--- config.mk ---
export PLATFORM = sky130hd
export DESIGN_NAME = can_mode_transition_control
export DESIGN_NICKNAME = d
export VERILOG_FILES = /design/src/can_mode_pkg.sv /design/src/can_mode_transition_control.sv /design/src/bus_lock_detect.sv /design/src/irq_status.sv
export SDC_FILE = /design/constraint.sdc
export NUM_CORES = 1
export LEC_CHECK = 0
export ABC_AREA = 1
export BUFFER_PORTS_ARGS = -buffer_cell sky130_fd_sc_hd__buf_2
export CORE_ASPECT_RATIO = 1.2
export CORE_MARGIN = 4
export CORE_UTILIZATION = 55
export DETAILED_ROUTE_END_ITERATION = 7
export PLACE_DENSITY = 0.88
export SETUP_SLACK_MARGIN = 0.5
export SLEW_MARGIN = 20
export SYNTH_ARGS = -nofsm -noshare
export SYNTH_HDL_FRONTEND = slang
export SYNTH_SLANG_ARGS = --single-unit
--- constraint.sdc ---
create_clock -name clock -period 4.36 [get_ports clock]
set_input_delay 0.218 -clock clock [delete_from_list [all_inputs] [get_ports clock]]
set_output_delay 0.218 -clock clock [all_outputs]
set_load 0.02 [all_outputs]
--- src/can_mode_pkg.sv ---
package can_mode_pkg;
  localparam logic [7:0] ADDR_CTRL = 8'h00;
  localparam logic [7:0] ADDR_STATUS = 8'h04;
  localparam logic [7:0] ADDR_CLKSEL = 8'h08;
  localparam logic [7:0] ADDR_RXFPC = 8'h0c;
  localparam logic [7:0] ADDR_TXFPC = 8'h10;
  localparam logic [7:0] ADDR_ERRCAUSE = 8'h14;
  localparam logic [7:0] ADDR_IRQEN = 8'h18;
  localparam logic [7:0] ADDR_IRQCLR = 8'h1c;
  localparam logic [7:0] ADDR_FIFOPTR = 8'h20;
  localparam int MODE_LSB = 0;
  localparam int BOM_LSB = 2;
  localparam int HALTREQ_BIT = 4;
  localparam int CLKSEL_BIT = 0;
  localparam int LOCK_BIT = 0;
  localparam logic [1:0] MODE_OPER = 2'h0;
  localparam logic [1:0] MODE_RESET = 2'h1;
  localparam logic [1:0] MODE_HALT = 2'h2;
  localparam logic [1:0] MODE_FORCE = 2'h3;
  localparam logic [1:0] BOM_DEFAULT = 2'h0;
  localparam logic [1:0] BOM_AT_ENTRY = 2'h1;
  localparam logic [1:0] BOM_AT_END = 2'h2;
  localparam logic [1:0] BOM_ON_REQ = 2'h3;
  localparam logic [1:0] RESP_OKAY = 2'h0;
  localparam logic [1:0] RESP_SLVERR = 2'h2;
  localparam int IRQ_LOCK = 0;
  localparam int IRQ_UNLOCK = 1;
  localparam int IRQ_RESET = 2;
  localparam int IRQ_HALT = 3;
  localparam int IRQ_W = 4;
  localparam int LOCK_TIME_NS = 275000;
  localparam int CLOCK_NS = 25;
  localparam int LOCK_CYCLES = LOCK_TIME_NS / CLOCK_NS;
  localparam int RESET_HOLD_CYCLES = 2;
  typedef enum logic [3:0] {
    ST_OPER = 4'h1,
    ST_RESET = 4'h2,
    ST_HALT = 4'h4,
    ST_INTRST = 4'h8
  } chan_state_t;
endpackage : can_mode_pkg

--- src/can_mode_transition_control.sv ---
// Function
// RULE_01: Forcible reset code enters reset immediately.
// RULE_02: Normal reset: immediate receiving, waits transmit end.
// RULE_03: Reset request during bus-off skips recovery.
// RULE_04: Halt waits for current message end.
// RULE_05: Default recovery: halt accepted after recovery.
// RULE_06: Code 01: auto halt on bus-off entry.
// RULE_07: Code 10: auto halt after recovery ends.
// RULE_08: Code 11: halt request during bus-off immediate.
// RULE_09: Suspended transmit: idle, next end, or receiver.
// RULE_10: Dominant-stuck bus raises readable lock flag.
// RULE_11: Lock flag falling forces internal reset. The code does so only from ST_OPER and ignores it in ST_RESET and ST_HALT.
// RULE_12: Recessive bits after lock mean resolved.
// RULE_13: Lock flag 0 clear, 1 locked, reset 0.
// RULE_14: Clock select bit 0, reserved ignore writes.
// RULE_15: FIFO pointer writes advance, reads undefined.
//
// Added by the designer: register access over AXI4-Lite and the placing of the registers.
`timescale 1ns/1ps
module can_mode_transition_control
  import can_mode_pkg::*;
#(
  parameter int LOCK_LEN = can_mode_pkg::LOCK_CYCLES
) (
  // Clocking
  input wire logic clock,
  input wire logic resetn,
  input wire logic clockEnable,
  // AXI4-Lite write
  input wire logic [7:0] s_axi_awaddr,
  input wire logic s_axi_awvalid,
  output logic s_axi_awready,
  input wire logic [31:0] s_axi_wdata,
  input wire logic [3:0] s_axi_wstrb,
  input wire logic s_axi_wvalid,
  output logic s_axi_wready,
  output logic [1:0] s_axi_bresp,
  output logic s_axi_bvalid,
  input wire logic s_axi_bready,
  // AXI4-Lite read
  input wire logic [7:0] s_axi_araddr,
  input wire logic s_axi_arvalid,
  output logic s_axi_arready,
  output logic [31:0] s_axi_rdata,
  output logic [1:0] s_axi_rresp,
  output logic s_axi_rvalid,
  input wire logic s_axi_rready,
  // Protocol engine status
  input wire logic receiving,
  input wire logic transmitting,
  input wire logic txSuspended,
  input wire logic busIdle,
  input wire logic txEnd,
  input wire logic rxEnd,
  input wire logic busOff,
  input wire logic recoveryDone,
  input wire logic busLevel,
  // Results
  output logic [3:0] channelState,
  output logic clockSource,
  output logic rxPtrAdvance,
  output logic txPtrAdvance,
  output logic irq
);
  import can_mode_pkg::*;

  chan_state_t state_reg, state_next;
  logic [1:0] mode_reg, mode_next;
  logic [1:0] bom_reg, bom_next;
  logic haltReq_reg, haltReq_next;
  logic clkSel_reg, clkSel_next;
  logic [IRQ_W-1:0] irqEn_reg, irqEn_next;
  logic [7:0] rxPtr_reg, rxPtr_next, txPtr_reg, txPtr_next;
  logic [1:0] hold_reg, hold_next;
  logic busOffDly_reg;
  logic aw_reg, aw_next, w_reg, w_next, b_reg, b_next, r_reg, r_next;
  logic [7:0] awaddr_reg, awaddr_next;
  logic [31:0] wdata_reg, wdata_next, rdata_reg, rdata_next;
  logic [1:0] rresp_reg, rresp_next, bresp_reg, bresp_next;
  logic locked, unlockPulse, wrFire, busOffEntry, msgDone, haltAsk;
  logic [IRQ_W-1:0] events, clrMask, status;

  bus_lock_detect #(.LOCK_LEN(LOCK_LEN)) lockDet (
    .clock(clock),
    .resetn(resetn),
    .enable(clockEnable),
    .busLevel(busLevel),
    .locked(locked), // [RULE_10] [RULE_13]
    .unlockPulse(unlockPulse)
  );

  // Write slave: address and data latched independently
  // Handshakes drop while frozen, else a beat would be taken and never latched
  assign s_axi_awready = clockEnable && !aw_reg && !b_reg;
  assign s_axi_wready = clockEnable && !w_reg && !b_reg;
  assign wrFire = clockEnable && aw_reg && w_reg && !b_reg;
  always_comb begin
    aw_next = aw_reg;
    w_next = w_reg;
    b_next = b_reg;
    awaddr_next = awaddr_reg;
    wdata_next = wdata_reg;
    bresp_next = bresp_reg;
    mode_next = mode_reg;
    bom_next = bom_reg;
    haltReq_next = haltReq_reg;
    clkSel_next = clkSel_reg;
    irqEn_next = irqEn_reg;
    rxPtr_next = rxPtr_reg;
    txPtr_next = txPtr_reg;
    clrMask = '0;
    rxPtrAdvance = 1'b0;
    txPtrAdvance = 1'b0;
    if (s_axi_awvalid && s_axi_awready) begin
      aw_next = 1'b1;
      awaddr_next = s_axi_awaddr;
    end
    if (s_axi_wvalid && s_axi_wready) begin
      w_next = 1'b1;
      wdata_next = s_axi_wdata;
    end
    if (wrFire) begin
      aw_next = 1'b0;
      w_next = 1'b0;
      b_next = 1'b1;
      bresp_next = RESP_OKAY;
      case (awaddr_reg)
        ADDR_CTRL: begin
          mode_next = wdata_reg[MODE_LSB+:2];
          bom_next = wdata_reg[BOM_LSB+:2];
          haltReq_next = wdata_reg[HALTREQ_BIT];
        end
        ADDR_CLKSEL: clkSel_next = wdata_reg[CLKSEL_BIT]; // [RULE_14]
        ADDR_RXFPC: begin
          rxPtr_next = rxPtr_reg + 8'h01; // [RULE_15]
          rxPtrAdvance = 1'b1;
        end
        ADDR_TXFPC: begin
          txPtr_next = txPtr_reg + 8'h01; // [RULE_15]
          txPtrAdvance = 1'b1;
        end
        ADDR_IRQEN: irqEn_next = wdata_reg[IRQ_W-1:0];
        ADDR_IRQCLR: clrMask = wdata_reg[IRQ_W-1:0];
        ADDR_STATUS, ADDR_ERRCAUSE, ADDR_FIFOPTR: ;
        default: bresp_next = RESP_SLVERR;
      endcase
    end
    if (s_axi_bvalid && s_axi_bready) b_next = 1'b0;
    // Halt request is consumed once the channel sits in halt
    if (state_reg == ST_HALT) haltReq_next = 1'b0;
  end

  // Read slave
  assign s_axi_arready = clockEnable && !r_reg;
  always_comb begin
    r_next = r_reg;
    rdata_next = rdata_reg;
    rresp_next = rresp_reg;
    if (s_axi_arvalid && s_axi_arready) begin
      r_next = 1'b1;
      rresp_next = RESP_OKAY;
      rdata_next = '0;
      case (s_axi_araddr)
        ADDR_CTRL: rdata_next = {27'h0, haltReq_reg, bom_reg, mode_reg};
        ADDR_STATUS: rdata_next = {28'h0, state_reg};
        ADDR_CLKSEL: rdata_next = {31'h0, clkSel_reg}; // [RULE_14]
        ADDR_RXFPC, ADDR_TXFPC: rdata_next = '0; // [RULE_15]
        ADDR_ERRCAUSE: rdata_next = {31'h0, locked}; // [RULE_13]
        ADDR_IRQEN: rdata_next = {28'h0, irqEn_reg};
        ADDR_IRQCLR: rdata_next = {28'h0, status};
        ADDR_FIFOPTR: rdata_next = {16'h0, txPtr_reg, rxPtr_reg};
        default: rresp_next = RESP_SLVERR;
      endcase
    end else if (s_axi_rvalid && s_axi_rready) begin
      r_next = 1'b0;
    end
  end

  // Mode sequencer
  assign busOffEntry = busOff && !busOffDly_reg;
  assign msgDone = (receiving && rxEnd) || (transmitting && txEnd);
  // Mode-field halt and the request bit both count as a software halt
  assign haltAsk = haltReq_reg || (mode_reg == MODE_HALT);
  always_comb begin
    state_next = state_reg;
    hold_next = hold_reg;
    case (state_reg)
      ST_OPER: begin
        if (unlockPulse) begin
          state_next = ST_INTRST; // [RULE_11]
          hold_next = 2'(RESET_HOLD_CYCLES);
        end else if (mode_reg == MODE_FORCE) begin
          state_next = ST_RESET; // [RULE_01]
        end else if (mode_reg == MODE_RESET) begin
          if (busOff) state_next = ST_RESET; // [RULE_03]
          else if (txSuspended) begin
            if (busIdle || txEnd || receiving) state_next = ST_RESET; // [RULE_09]
          end else if (!transmitting || txEnd) state_next = ST_RESET; // [RULE_02]
        end else if (busOff) begin
          if (bom_reg == BOM_AT_ENTRY && busOffEntry) state_next = ST_HALT; // [RULE_06]
          else if (bom_reg == BOM_AT_END && recoveryDone) state_next = ST_HALT; // [RULE_07]
          else if (bom_reg == BOM_ON_REQ && haltAsk) state_next = ST_HALT; // [RULE_08]
          else if (bom_reg == BOM_DEFAULT && haltAsk && recoveryDone)
            state_next = ST_HALT; // [RULE_05]
        end else if (haltAsk) begin
          if (!(receiving || transmitting) || msgDone) state_next = ST_HALT; // [RULE_04]
        end
      end
      ST_RESET, ST_HALT: begin
        if (mode_reg == MODE_FORCE || (mode_reg == MODE_RESET)) state_next = ST_RESET;
        else if (mode_reg == MODE_OPER && !haltReq_reg) state_next = ST_OPER;
        else if (mode_reg == MODE_HALT && state_reg == ST_RESET) state_next = ST_HALT;
      end
      ST_INTRST: begin
        // Short internal reset, then back to operation
        if (hold_reg == 2'h0) state_next = ST_OPER; // [RULE_11]
        else hold_next = hold_reg - 2'h1;
      end
      default: state_next = ST_RESET;
    endcase
  end

  assign events = {state_next == ST_HALT && state_reg != ST_HALT,
                   state_next == ST_RESET && state_reg != ST_RESET,
                   unlockPulse, busOffEntry};
  irq_status #(.WIDTH(IRQ_W)) irqStat (
    .clock(clock),
    .resetn(resetn),
    .enable(clockEnable),
    .events(events),
    .clearMask(clrMask),
    .irqEnable(irqEn_reg),
    .status(status),
    .irq(irq)
  );

  always_ff @(posedge clock) begin
    if (!resetn) begin
      state_reg <= ST_RESET;
      hold_reg <= '0;
      busOffDly_reg <= 1'b0;
      mode_reg <= MODE_RESET;
      bom_reg <= BOM_DEFAULT;
      haltReq_reg <= 1'b0;
      clkSel_reg <= 1'b0;
      irqEn_reg <= '0;
      rxPtr_reg <= '0;
      txPtr_reg <= '0;
      aw_reg <= 1'b0;
      w_reg <= 1'b0;
      b_reg <= 1'b0;
      r_reg <= 1'b0;
      awaddr_reg <= '0;
      wdata_reg <= '0;
      rdata_reg <= '0;
      rresp_reg <= RESP_OKAY;
      bresp_reg <= RESP_OKAY;
    end else if (clockEnable) begin
      state_reg <= state_next;
      hold_reg <= hold_next;
      busOffDly_reg <= busOff;
      mode_reg <= mode_next;
      bom_reg <= bom_next;
      haltReq_reg <= haltReq_next;
      clkSel_reg <= clkSel_next;
      irqEn_reg <= irqEn_next;
      rxPtr_reg <= rxPtr_next;
      txPtr_reg <= txPtr_next;
      aw_reg <= aw_next;
      w_reg <= w_next;
      b_reg <= b_next;
      r_reg <= r_next;
      awaddr_reg <= awaddr_next;
      wdata_reg <= wdata_next;
      rdata_reg <= rdata_next;
      rresp_reg <= rresp_next;
      bresp_reg <= bresp_next;
    end
  end

  assign s_axi_bvalid = b_reg && clockEnable;
  assign s_axi_bresp = bresp_reg;
  assign s_axi_rvalid = r_reg && clockEnable;
  assign s_axi_rdata = rdata_reg;
  assign s_axi_rresp = rresp_reg;
  assign channelState = state_reg;
  assign clockSource = clkSel_reg;
endmodule : can_mode_transition_control

--- src/bus_lock_detect.sv ---
`timescale 1ns/1ps
module bus_lock_detect #(
  parameter int LOCK_LEN = 11000
) (
  // Clocking
  input wire logic clock,
  input wire logic resetn,
  input wire logic enable,
  // Bus level, 0 is dominant
  input wire logic busLevel,
  // Results
  output logic locked,
  output logic unlockPulse
);
  logic [31:0] count_reg, count_next;
  logic locked_reg, locked_next;
  always_comb begin
    count_next = count_reg;
    locked_next = locked_reg;
    if (busLevel) begin
      count_next = '0;
      locked_next = 1'b0; // Recessive bit ends the lock [RULE_12]
    end else if (count_reg < 32'(LOCK_LEN)) begin
      count_next = count_reg + 32'h1;
    end else begin
      locked_next = 1'b1; // [RULE_10]
    end
  end
  always_ff @(posedge clock) begin
    if (!resetn) begin
      count_reg <= '0;
      locked_reg <= 1'b0;
    end else if (enable) begin
      count_reg <= count_next;
      locked_reg <= locked_next;
    end
  end
  assign locked = locked_reg;
  assign unlockPulse = enable && locked_reg && !locked_next;
endmodule : bus_lock_detect

--- src/irq_status.sv ---
`timescale 1ns/1ps
module irq_status #(
  parameter int WIDTH = 4
) (
  // Clocking
  input wire logic clock,
  input wire logic resetn,
  input wire logic enable,
  // Events and software
  input wire logic [WIDTH-1:0] events,
  input wire logic [WIDTH-1:0] clearMask,
  input wire logic [WIDTH-1:0] irqEnable,
  // Results
  output logic [WIDTH-1:0] status,
  output logic irq
);
  logic [WIDTH-1:0] status_reg, status_next;
  always_comb begin
    status_next = status_reg;
    for (int i = 0; i < WIDTH; i++) begin
      // Set beats clear in the same cycle
      if (events[i]) status_next[i] = 1'b1;
      else if (clearMask[i]) status_next[i] = 1'b0;
    end
  end
  always_ff @(posedge clock) begin
    if (!resetn) status_reg <= '0;
    else if (enable) status_reg <= status_next;
  end
  assign status = status_reg;
  assign irq = |(status_reg & irqEnable);
endmodule : irq_status

## After elaboration in Yosys (flattened, before gate mapping)

Cells that the tools add are included.

- Register bits after elaboration: 123
- Bits of input ports: 69
- Output and inout bits: 49
- Logic and storage cells: 204

- Add/sub/neg operators: 4
- Magnitude comparators: 1
- Eq/ne operators: 32
- Multiplexer cells: 54
- Bitwise operators: 1
- Reduce and logical (&&, ||, !) cells: 87

Operator list:

| operator | count |
|---|---|
| 16-bit case mux with 7 select lines | 1 |
| 4-bit two-way mux | 20 |
| 8-bit by 5-bit equality test with 1-bit output (second input constant) | 8 |
| 32-bit two-way mux | 2 |
| 32-bit by 1-bit adder with 32-bit output (second input constant) | 1 |
| 8-bit by 4-bit equality test with 1-bit output (second input constant) | 4 |
| 32-bit by 14-bit < comparator with 1-bit output (second input constant) | 1 |
| 1-bit logical AND | 29 |
| 2-bit AND reduction | 13 |
| 1-bit two-way mux | 25 |
| 2-bit nonzero test | 12 |
| 3-bit AND reduction | 6 |
| 9-bit OR reduction | 2 |
| 8-bit by 1-bit adder with 8-bit output (second input constant) | 2 |
| 8-bit by 3-bit equality test with 1-bit output (second input constant) | 2 |
| 8-bit by 6-bit equality test with 1-bit output (second input constant) | 2 |
| 8-bit zero test | 2 |
| 4-bit case mux with 3 select lines | 1 |
| 1-bit zero test | 9 |
| 2-bit equality test (second input constant) | 4 |
| 4-bit by 2-bit equality test with 1-bit output (second input constant) | 2 |
| 4-bit by 3-bit equality test with 1-bit output (second input constant) | 2 |
| 1-bit logical OR | 8 |
| 2-bit two-way mux | 4 |
| other kinds (14) | 17 |

## Logic depth before layout (Yosys ltp)

Gate-level depths: netlist of run 1.

- Depth after elaboration: 17
- Depth in mapped cells: 12

## Modules after synthesis

Synthesis of run 1 repeated with hierarchy kept, for this count alone.

- Cells, all modules: 775
- Area total of the unflattened synthesis: 5471.5 µm²

By module, submodules not included:

| module | instances | cells each | area each (µm²) | sequential area each (µm²) |
|---|---|---|---|---|
| can_mode_transition_control | 1 | 509 | 3485.8 | 1361.3 |
| bus_lock_detect | 1 | 239 | 1810.5 | 660.6 |
| irq_status | 1 | 27 | 175.2 | 80.1 |

## Worst setup path after synthesis of run 1

Ideal clock, no wire load.

- Path type: reg-to-reg
- Start: register aw_reg
- End: register txPtr_reg[5]
- Library setup time: 113 ps
- Data arrival time: 1517 ps
- Required time: 4247 ps
- Slack: 2731 ps
- Stages on the path, launching flop included: 10
- Path buffers: 0
- Clock period less this slack: 1629 ps
- Cells stage by stage: dfxtp_1 nand4_4 inv_2 nand4_1 nor2_1 nand4_1 nor2_1 nand2_1 nand2_1 nor2_1

- Cells in the longest elaborated chain, start to end: 4

RTL lines:

| item | line | RTL |
|---|---|---|
| start: declaration | can_mode_transition_control.sv:76 | `logic aw_reg, aw_next, w_reg, w_next, b_reg, b_next, r_reg, r_next;` |
| start signal: assignment | can_mode_transition_control.sv:269 | `aw_reg <= aw_next;` |
| 1-bit logical AND (3 in series) | can_mode_transition_control.sv:96 | `assign wrFire = clockEnable && aw_reg && w_reg && !b_reg;` |
| 3-bit AND reduction (no source line) | - |  |
| end signal: assignment | can_mode_transition_control.sv:268 | `txPtr_reg <= txPtr_next;` |
| end: declaration | can_mode_transition_control.sv:73 | `logic [7:0] rxPtr_reg, rxPtr_next, txPtr_reg, txPtr_next;` |

Every way passes these cells.
A chain may end at the register's enable or synchronous reset.

## Final worst setup path of run 1

- Start: register lockDet.count_reg[25]
- End: register lockDet.count_reg[2]

- Cells in the longest elaborated chain, start to end: 3

RTL lines:

| item | line | RTL |
|---|---|---|
| start: declaration | bus_lock_detect.sv:15 | `logic [31:0] count_reg, count_next;` |
| start signal: assignment | bus_lock_detect.sv:34 | `count_reg <= count_next;` |
| 32-bit by 14-bit < comparator with 1-bit output | bus_lock_detect.sv:23 | `end else if (count_reg < 32'(LOCK_LEN)) begin` |
| 2-bit nonzero test (no source line) | - |  |
| 2-bit AND reduction (no source line) | - |  |

Every way passes these cells.

==> metrics.csv, run 1 <==
stage,metric,value,unit
cells_and_area,multi_input_area,0.00245,mm^2
power_and_ir_drop,powerDensity,328,mW/mm^2
route,drtIter0Drc,372,
sta,fmax,0.461,GHz
placement,dp_cells,898,
sta,relSlewSlack,29.2,%
route,routedWlPerCell,12.0,um
power_and_ir_drop,p_total,1.84,mW
global_route,antenna_found_initial,0,
clocking,ctsResizeCount,0,
route,drc_errors,0,
cells_and_area,design_area,0.00562,mm^2
cells_and_area,seq_area,0.00210,mm^2
yosys,synth_ff_type,dfxtp_1,
run,cap_violations,0,
critical_path,start_kind,register,
sta,fin_crit_sh,49.7,%
sta,setup_tns,0,ps
clocking,clk_latency,370,ps
power_and_ir_drop,combPwrFrac,9.2,%
clocking,cts_hold_buf,0,
placement,port_buffers,68,
floorplanning,die_y,113,um
yosys,ys_seq_elements,105,
route,avgViaCountPerCell,5.15,
placement,hpwl,7.86,mm
yosys,syn_area,0.00509,mm^2
clocking,post_cts_buffers,0,
floorplanning,start_util,56.3,%
yosys,yosysSeqAreaShare,41.3,%
clocking,cts_tree,yes,
run_status,outcome,"finished, final reports clean",
floorplanning,die_area,0.0109,mm^2
yosys,ys_types,41,
yosys,ys_warn_count,0,
sta,drv_slew,0,
clocking,root_buffer,clkbuf_8,
power_and_ir_drop,intPower,1.37,mW
critical_path,path_buf_inv,2,
critical_path,path_delay_family,simple AND/OR/NAND/NOR gates,
sta,worst_pin_slew,1060,ps
cells_and_area,fin_nets,862,
placement,place_ws,2180,ps
power_and_ir_drop,p_sw,0.470,mW
cells_and_area,final_cells,914,
sta,fin_worst_skew,14.4,ps
floorplanning,die_w,95.8,um
critical_path,cp.required,4630,ps
cells_and_area,largest_reg_flops,32,
route,vias,4705,
placement,gp_congestion,0.906,
sta,setup_slack,2190,ps
cells_and_area,n_fill_cell,834,
clocking,cts.sinks,105,
placement,placed_area,0.00539,mm^2
yosys,avgSynthCellArea,6.94,um^2
critical_path,crit_slowest_cell,clkinv_2,
cells_and_area,fin_util,62.2,%
cells_and_area,mostFrequentLayoutCell,nand2_1,
power_and_ir_drop,p_clk_share,36.7,%
power_and_ir_drop,p_leak,2.40,nW
cells_and_area,final_cell_mix,"nand2_1 (154), dfxtp_1 (105), nor2_1 (89)",
critical_path,crit_chain,inv_1 > nand4_1 > nor2_1 > nand2_1 > nor2_1 > nand3_2 > nand2_2 > clkinv_2 > o21ai_0 > nor2_1,
power_and_ir_drop,vdd_ir_drop_max,0.000223,V
yosys,synth_edf_count,0,
global_route,grt_pass1_vias,4256,
critical_path,crit_path_end_kind,register,
sta,hold_violations,0,
critical_path,critical_path_class,register to register,
route,drtPass1Iterations,4,
clocking,numCtsBuffers,9,
clocking,htreeDepth,3,
floorplanning,io_pins,118,
route,wirelength,11.0,mm
clocking,clk_pin_slew,100,ps
global_route,grt_start_max_net_pins,56,
global_route,grt_pass1_wl,18.4,mm
hold_path,hp-class,input pin to register,
critical_path,cpPeakStageDelay,410,ps
cells_and_area,final_layout_size_suffix_gt1_share,14.1,%
global_route,grt-ovfl-total,0,
power_and_ir_drop,p_seq_share,54.1,%
floorplanning,core,0.00903,mm^2
critical_path,critPathMaxFanout,22,
cells_and_area,area_growth,10.4,%
sta,setup_violations,0,
global_route,grt_use_total,20.9,%
sta,rsz0062_at_grt,false,
yosys,ys_async_sr_fraction,0,%
cells_and_area,diodes,0,
route,ant_nets,0,
floorplanning,fp-row-count,38,
critical_path,critPathArrivalTime,2440,ps
sta,hold_ws,14.7,ps
critical_path,crit_top_cell,nor2_1,
clocking,max-clock-path-buffers,2,
sta,period_needed,2170,ps
yosys,syn_inst,733,
power_and_ir_drop,p_sw_share,25.5,%
-- final timing paths --
| check | start | end | slack (ps) | cells past startpoint |
|---|---|---|---|---|
| max | lockDet.count_reg[25] | lockDet.count_reg[2] | 2190 | 10 |
| min | s_axi_bready | b_reg | 10 | 2 |
| max reg2reg | lockDet.count_reg[25] | lockDet.count_reg[2] | 2190 | 10 |
| min reg2reg | lockDet.count_reg[14] | lockDet.count_reg[14] | 450 | 2 |
-- power groups by stage --
| stage | logic, mW | registers (mW) | clock network, mW |
|---|---|---|---|
| floorplan | 0.126 | 1.03 | 0 |
| global placement | 0.164 | 1.02 | 0 |
| global route | 0.191 | 1.00 | 0.723 |
| CTS | 0.169 | 0.998 | 0.685 |
| finish | 0.169 | 0.998 | 0.676 |
| detailed placement | 0.168 | 1.02 | 0 |
-- metal layers --
layer	wire (um)	GRT usage [%]	vias up
li1	-	-	2445
met1	5050	27.1	2089
met2	4960	33.5	151
met3	743	4.65	20
met4	235	8.25	0
met5	0	0	-
-- worst reg2reg max path, delay by kind of cell, from the launching register on --
kind | cells | cell delay [ps]
buffers and inverters | 2 | 480
AO/OA/AOI/OAI | 1 | 270
AND/OR/NAND/NOR | 7 | 980
flip-flops | 1 | 330
-- kinds of logic after synthesis --
kind of cell / after synthesis / synth area share (%)
AO/OA/AOI/OAI: 149 / 16.1
XOR/XNOR: 10 / 1.72
adder cells (fa/ha/maj): 4 / 0.984
buffers and inverters: 132 / 11.7
flip-flops: 105 / 41.3
other: 1 / 0.0737
AND/OR/NAND/NOR: 332 / 28.1
-- cells in the mapped netlist (all sizes together), types with 2 or more instances --
cell type	count	area share, %
nand2	161	12
o2111ai	2	0.34
dfxtp	105	41
a21oi	77	8.3
nand4	13	1.9
o21ai	59	5.9
ha	4	0.98
nor2	92	7.0
nor4	2	0.25
o21a	3	0.44
o22ai	3	0.37
buf	27	4.0
inv	91	6.7
nand3	37	3.8
clkbuf	13	0.96
xor2	7	1.2
xnor2	3	0.52
nor3	24	2.5
-- layout make-up --
type | count | area share (%)
timing repair buffer | 68 | 6.06
clock inverter | 5 | 1.54
inverter | 92 | 6.17
sequential | 105 | 37.4
clock buffer | 11 | 2.52
multi-input combinational | 513 | 43.7
tap | 120 | 2.67
Power figures use the tool's default switching activity.
==> run 2: changes to the inputs <==
Settings changed: CORE_UTILIZATION 55 to 54, PLACE_DENSITY 0.88 to 0.87.
Clock period 4.36 ns to 2.07 ns, I/O delays scaled along.
==> metrics.csv, run 2 (same netlist as run 1, synthesis figures left out) <==
stage,metric,value,unit
run_status,outcome,"finished, final reports clean",
sta,worst_pin_slew,529,ps
cells_and_area,final_cells,945,
global_route,grt_pass1_wl,19.6,mm
sta,period_needed,1640,ps
floorplanning,die_w,96.6,um
power_and_ir_drop,p_seq_share,51.7,%
sta,rsz0062_at_grt,true,
sta,fin_worst_skew,11.4,ps
hold_path,hold_start,s_axi_awaddr[6],
global_route,grt-ovfl-total,0,
placement,hpwl,7.95,mm
critical_path,critPathArrivalTime,1540,ps
route,vias,4934,
run,cap_violations,0,
cells_and_area,largest_reg_flops,32,
clocking,max-clock-path-buffers,2,
clocking,clk_pin_slew,100,ps
cells_and_area,final_cell_mix,"nand2_1 (147), dfxtp_1 (89), inv_1 (80)",
route,drc_errors,0,
global_route,grt_start_max_net_pins,47,
global_route,busiest_layer,met2,
route,avgViaCountPerCell,5.22,
cells_and_area,multi_input_area,0.00268,mm^2
critical_path,reg2reg_slack,490,ps
cells_and_area,diodes,0,
cells_and_area,final_layout_size_suffix_gt1_share,24.1,%
critical_path,start_kind,register,
placement,gp_congestion,0.904,
floorplanning,fp-row-count,38,
power_and_ir_drop,combPwrFrac,11.0,%
sta,setup_violations,0,
sta,fmax,0.609,GHz
hold_path,hp-class,input pin to register,
power_and_ir_drop,p_sw,1.01,mW
cells_and_area,area_growth,22.5,%
cells_and_area,mostFrequentLayoutCell,nand2_1,
floorplanning,core,0.00913,mm^2
sta,fin_crit_sh,79.4,%
global_route,grt_use_met2,35.5,%
clocking,root_buffer,clkbuf_8,
power_and_ir_drop,powerDensity,652,mW/mm^2
route,ant_nets,0,
placement,port_buffers,68,
hold_path,whs_endpoint,awaddr_reg[6],
power_and_ir_drop,p_leak,2.64,nW
global_route,grtUsageMet1,26.4,%
route,drtIter0Drc,359,
hold_path,hold_depth,3,
floorplanning,die_area,0.0110,mm^2
placement,place_ws,329,ps
cells_and_area,fin_nets,893,
global_route,grt_use_total,20.9,%
cells_and_area,n_fill_cell,688,
power_and_ir_drop,p_total,4.06,mW
global_route,grt_pass1_vias,4466,
power_and_ir_drop,intPower,3.05,mW
floorplanning,io_pins,118,
clocking,numCtsBuffers,9,
global_route,antenna_found_initial,0,
critical_path,crit_path_end_kind,primary output,
sta,setup_tns,0,ps
floorplanning,start_util,55.7,%
critical_path,critPathMaxFanout,4,
clocking,htreeDepth,3,
critical_path,worstRegToRegCells,11,
critical_path,cp.required,1970,ps
critical_path,r2r_end,txPtr_reg[5],
route,drtPass1Iterations,5,
sta,drv_slew,0,
route,wirelength,12.1,mm
clocking,cts.sinks,105,
placement,dp_cells,906,
power_and_ir_drop,p_clk_share,37.3,%
power_and_ir_drop,p_sw_share,24.9,%
global_route,use_met3,4.57,%
critical_path,r2r-start,b_reg,
clocking,cts_tree,yes,
route,routedWlPerCell,12.8,um
sta,relSlewSlack,64.4,%
sta,hold_violations,0,
floorplanning,die_y,114,um
cells_and_area,seq_area,0.00213,mm^2
critical_path,critical_path_class,register to primary output,
power_and_ir_drop,vdd_ir_drop_max,0.000522,V
sta,setup_slack,427,ps
clocking,clk_latency,380,ps
[run 2: changes by cell type in the layout (fill, tap and decap cells not counted), sizes merged]
cell / before / now
buf: 68 / 91
dlygate4sd3: 0 / 6
clkbuf: 11 / 13
bufinv: 2 / 3
clkinv: 3 / 2
clkinvlp: 0 / 1
inv: 92 / 91
[run 2: cell type report]
cell class / count / area share (%)
tap: 120 / 2.41
multi-input combinational: 513 / 43.0
clock buffer: 11 / 2.27
clock inverter: 5 / 1.65
sequential: 105 / 34.2
timing repair buffer: 99 / 10.7
inverter: 92 / 5.78
[run 2: worst max-delay path by stage]
stage                                from                   end  slack (ps)
CTS                         awaddr_reg[1]          rxPtrAdvance         480
global route                        b_reg          txPtr_reg[5]         330
floorplan                   awaddr_reg[0]          rxPtr_reg[6]         550
detailed placement            clockEnable          rxPtr_reg[6]         330
global placement    lockDet.count_reg[27]  lockDet.count_reg[2]         390
finish                      awaddr_reg[2]          rxPtrAdvance         430
[run 2: worst max-delay path, stage by stage (launching register included)]
cell and delay (ps):
dfxtp_1 410, inv_2 100, nor3_4 240, inv_2 80
nor2_4 180, buf_6 150
[run 2: through the flow]
| stage | area, um^2 | hold slack (ps) | util [%] |
|---|---|---|---|
| floorplan | 5150 | 193 | - |
| global placement | 5470 | 279 | 59.9 |
| detailed placement | 5470 | 287 | 59.9 |
| CTS | 5910 | 8.24 | 64.7 |
| global route | 6230 | 5.33 | 68.3 |
| finish | 6230 | 8.30 | 68.3 |
[run 2: per-layer routing]
layer	up-vias	share of wire, %
met5	-	0
met4	0	1.6
met3	18	6.3
met2	178	48
met1	2229	44
li1	2509	-
[run 2: power by group through the flow]
stage | combinational [mW] | clock [mW] | sequential, mW
final | 0.445 | 1.52 | 2.10
after global routing | 0.491 | 1.62 | 2.11
after CTS | 0.397 | 1.52 | 2.10
after detailed placement | 0.367 | 0 | 2.15
after global placement | 0.362 | 0 | 2.15
after floorplan | 0.266 | 0 | 2.16
[run 2: timing repair]
item / 4_1_cts / 5_1_grt
gates cloned: 0 / 3
hold endpoints to repair: 6 / 0
gates resized for setup: 28 / 67
hold buffers: 6 / 0
pin swaps: 4 / 11
setup buffers: 6 / 8
endpoints found under the setup margin: 30 / 49
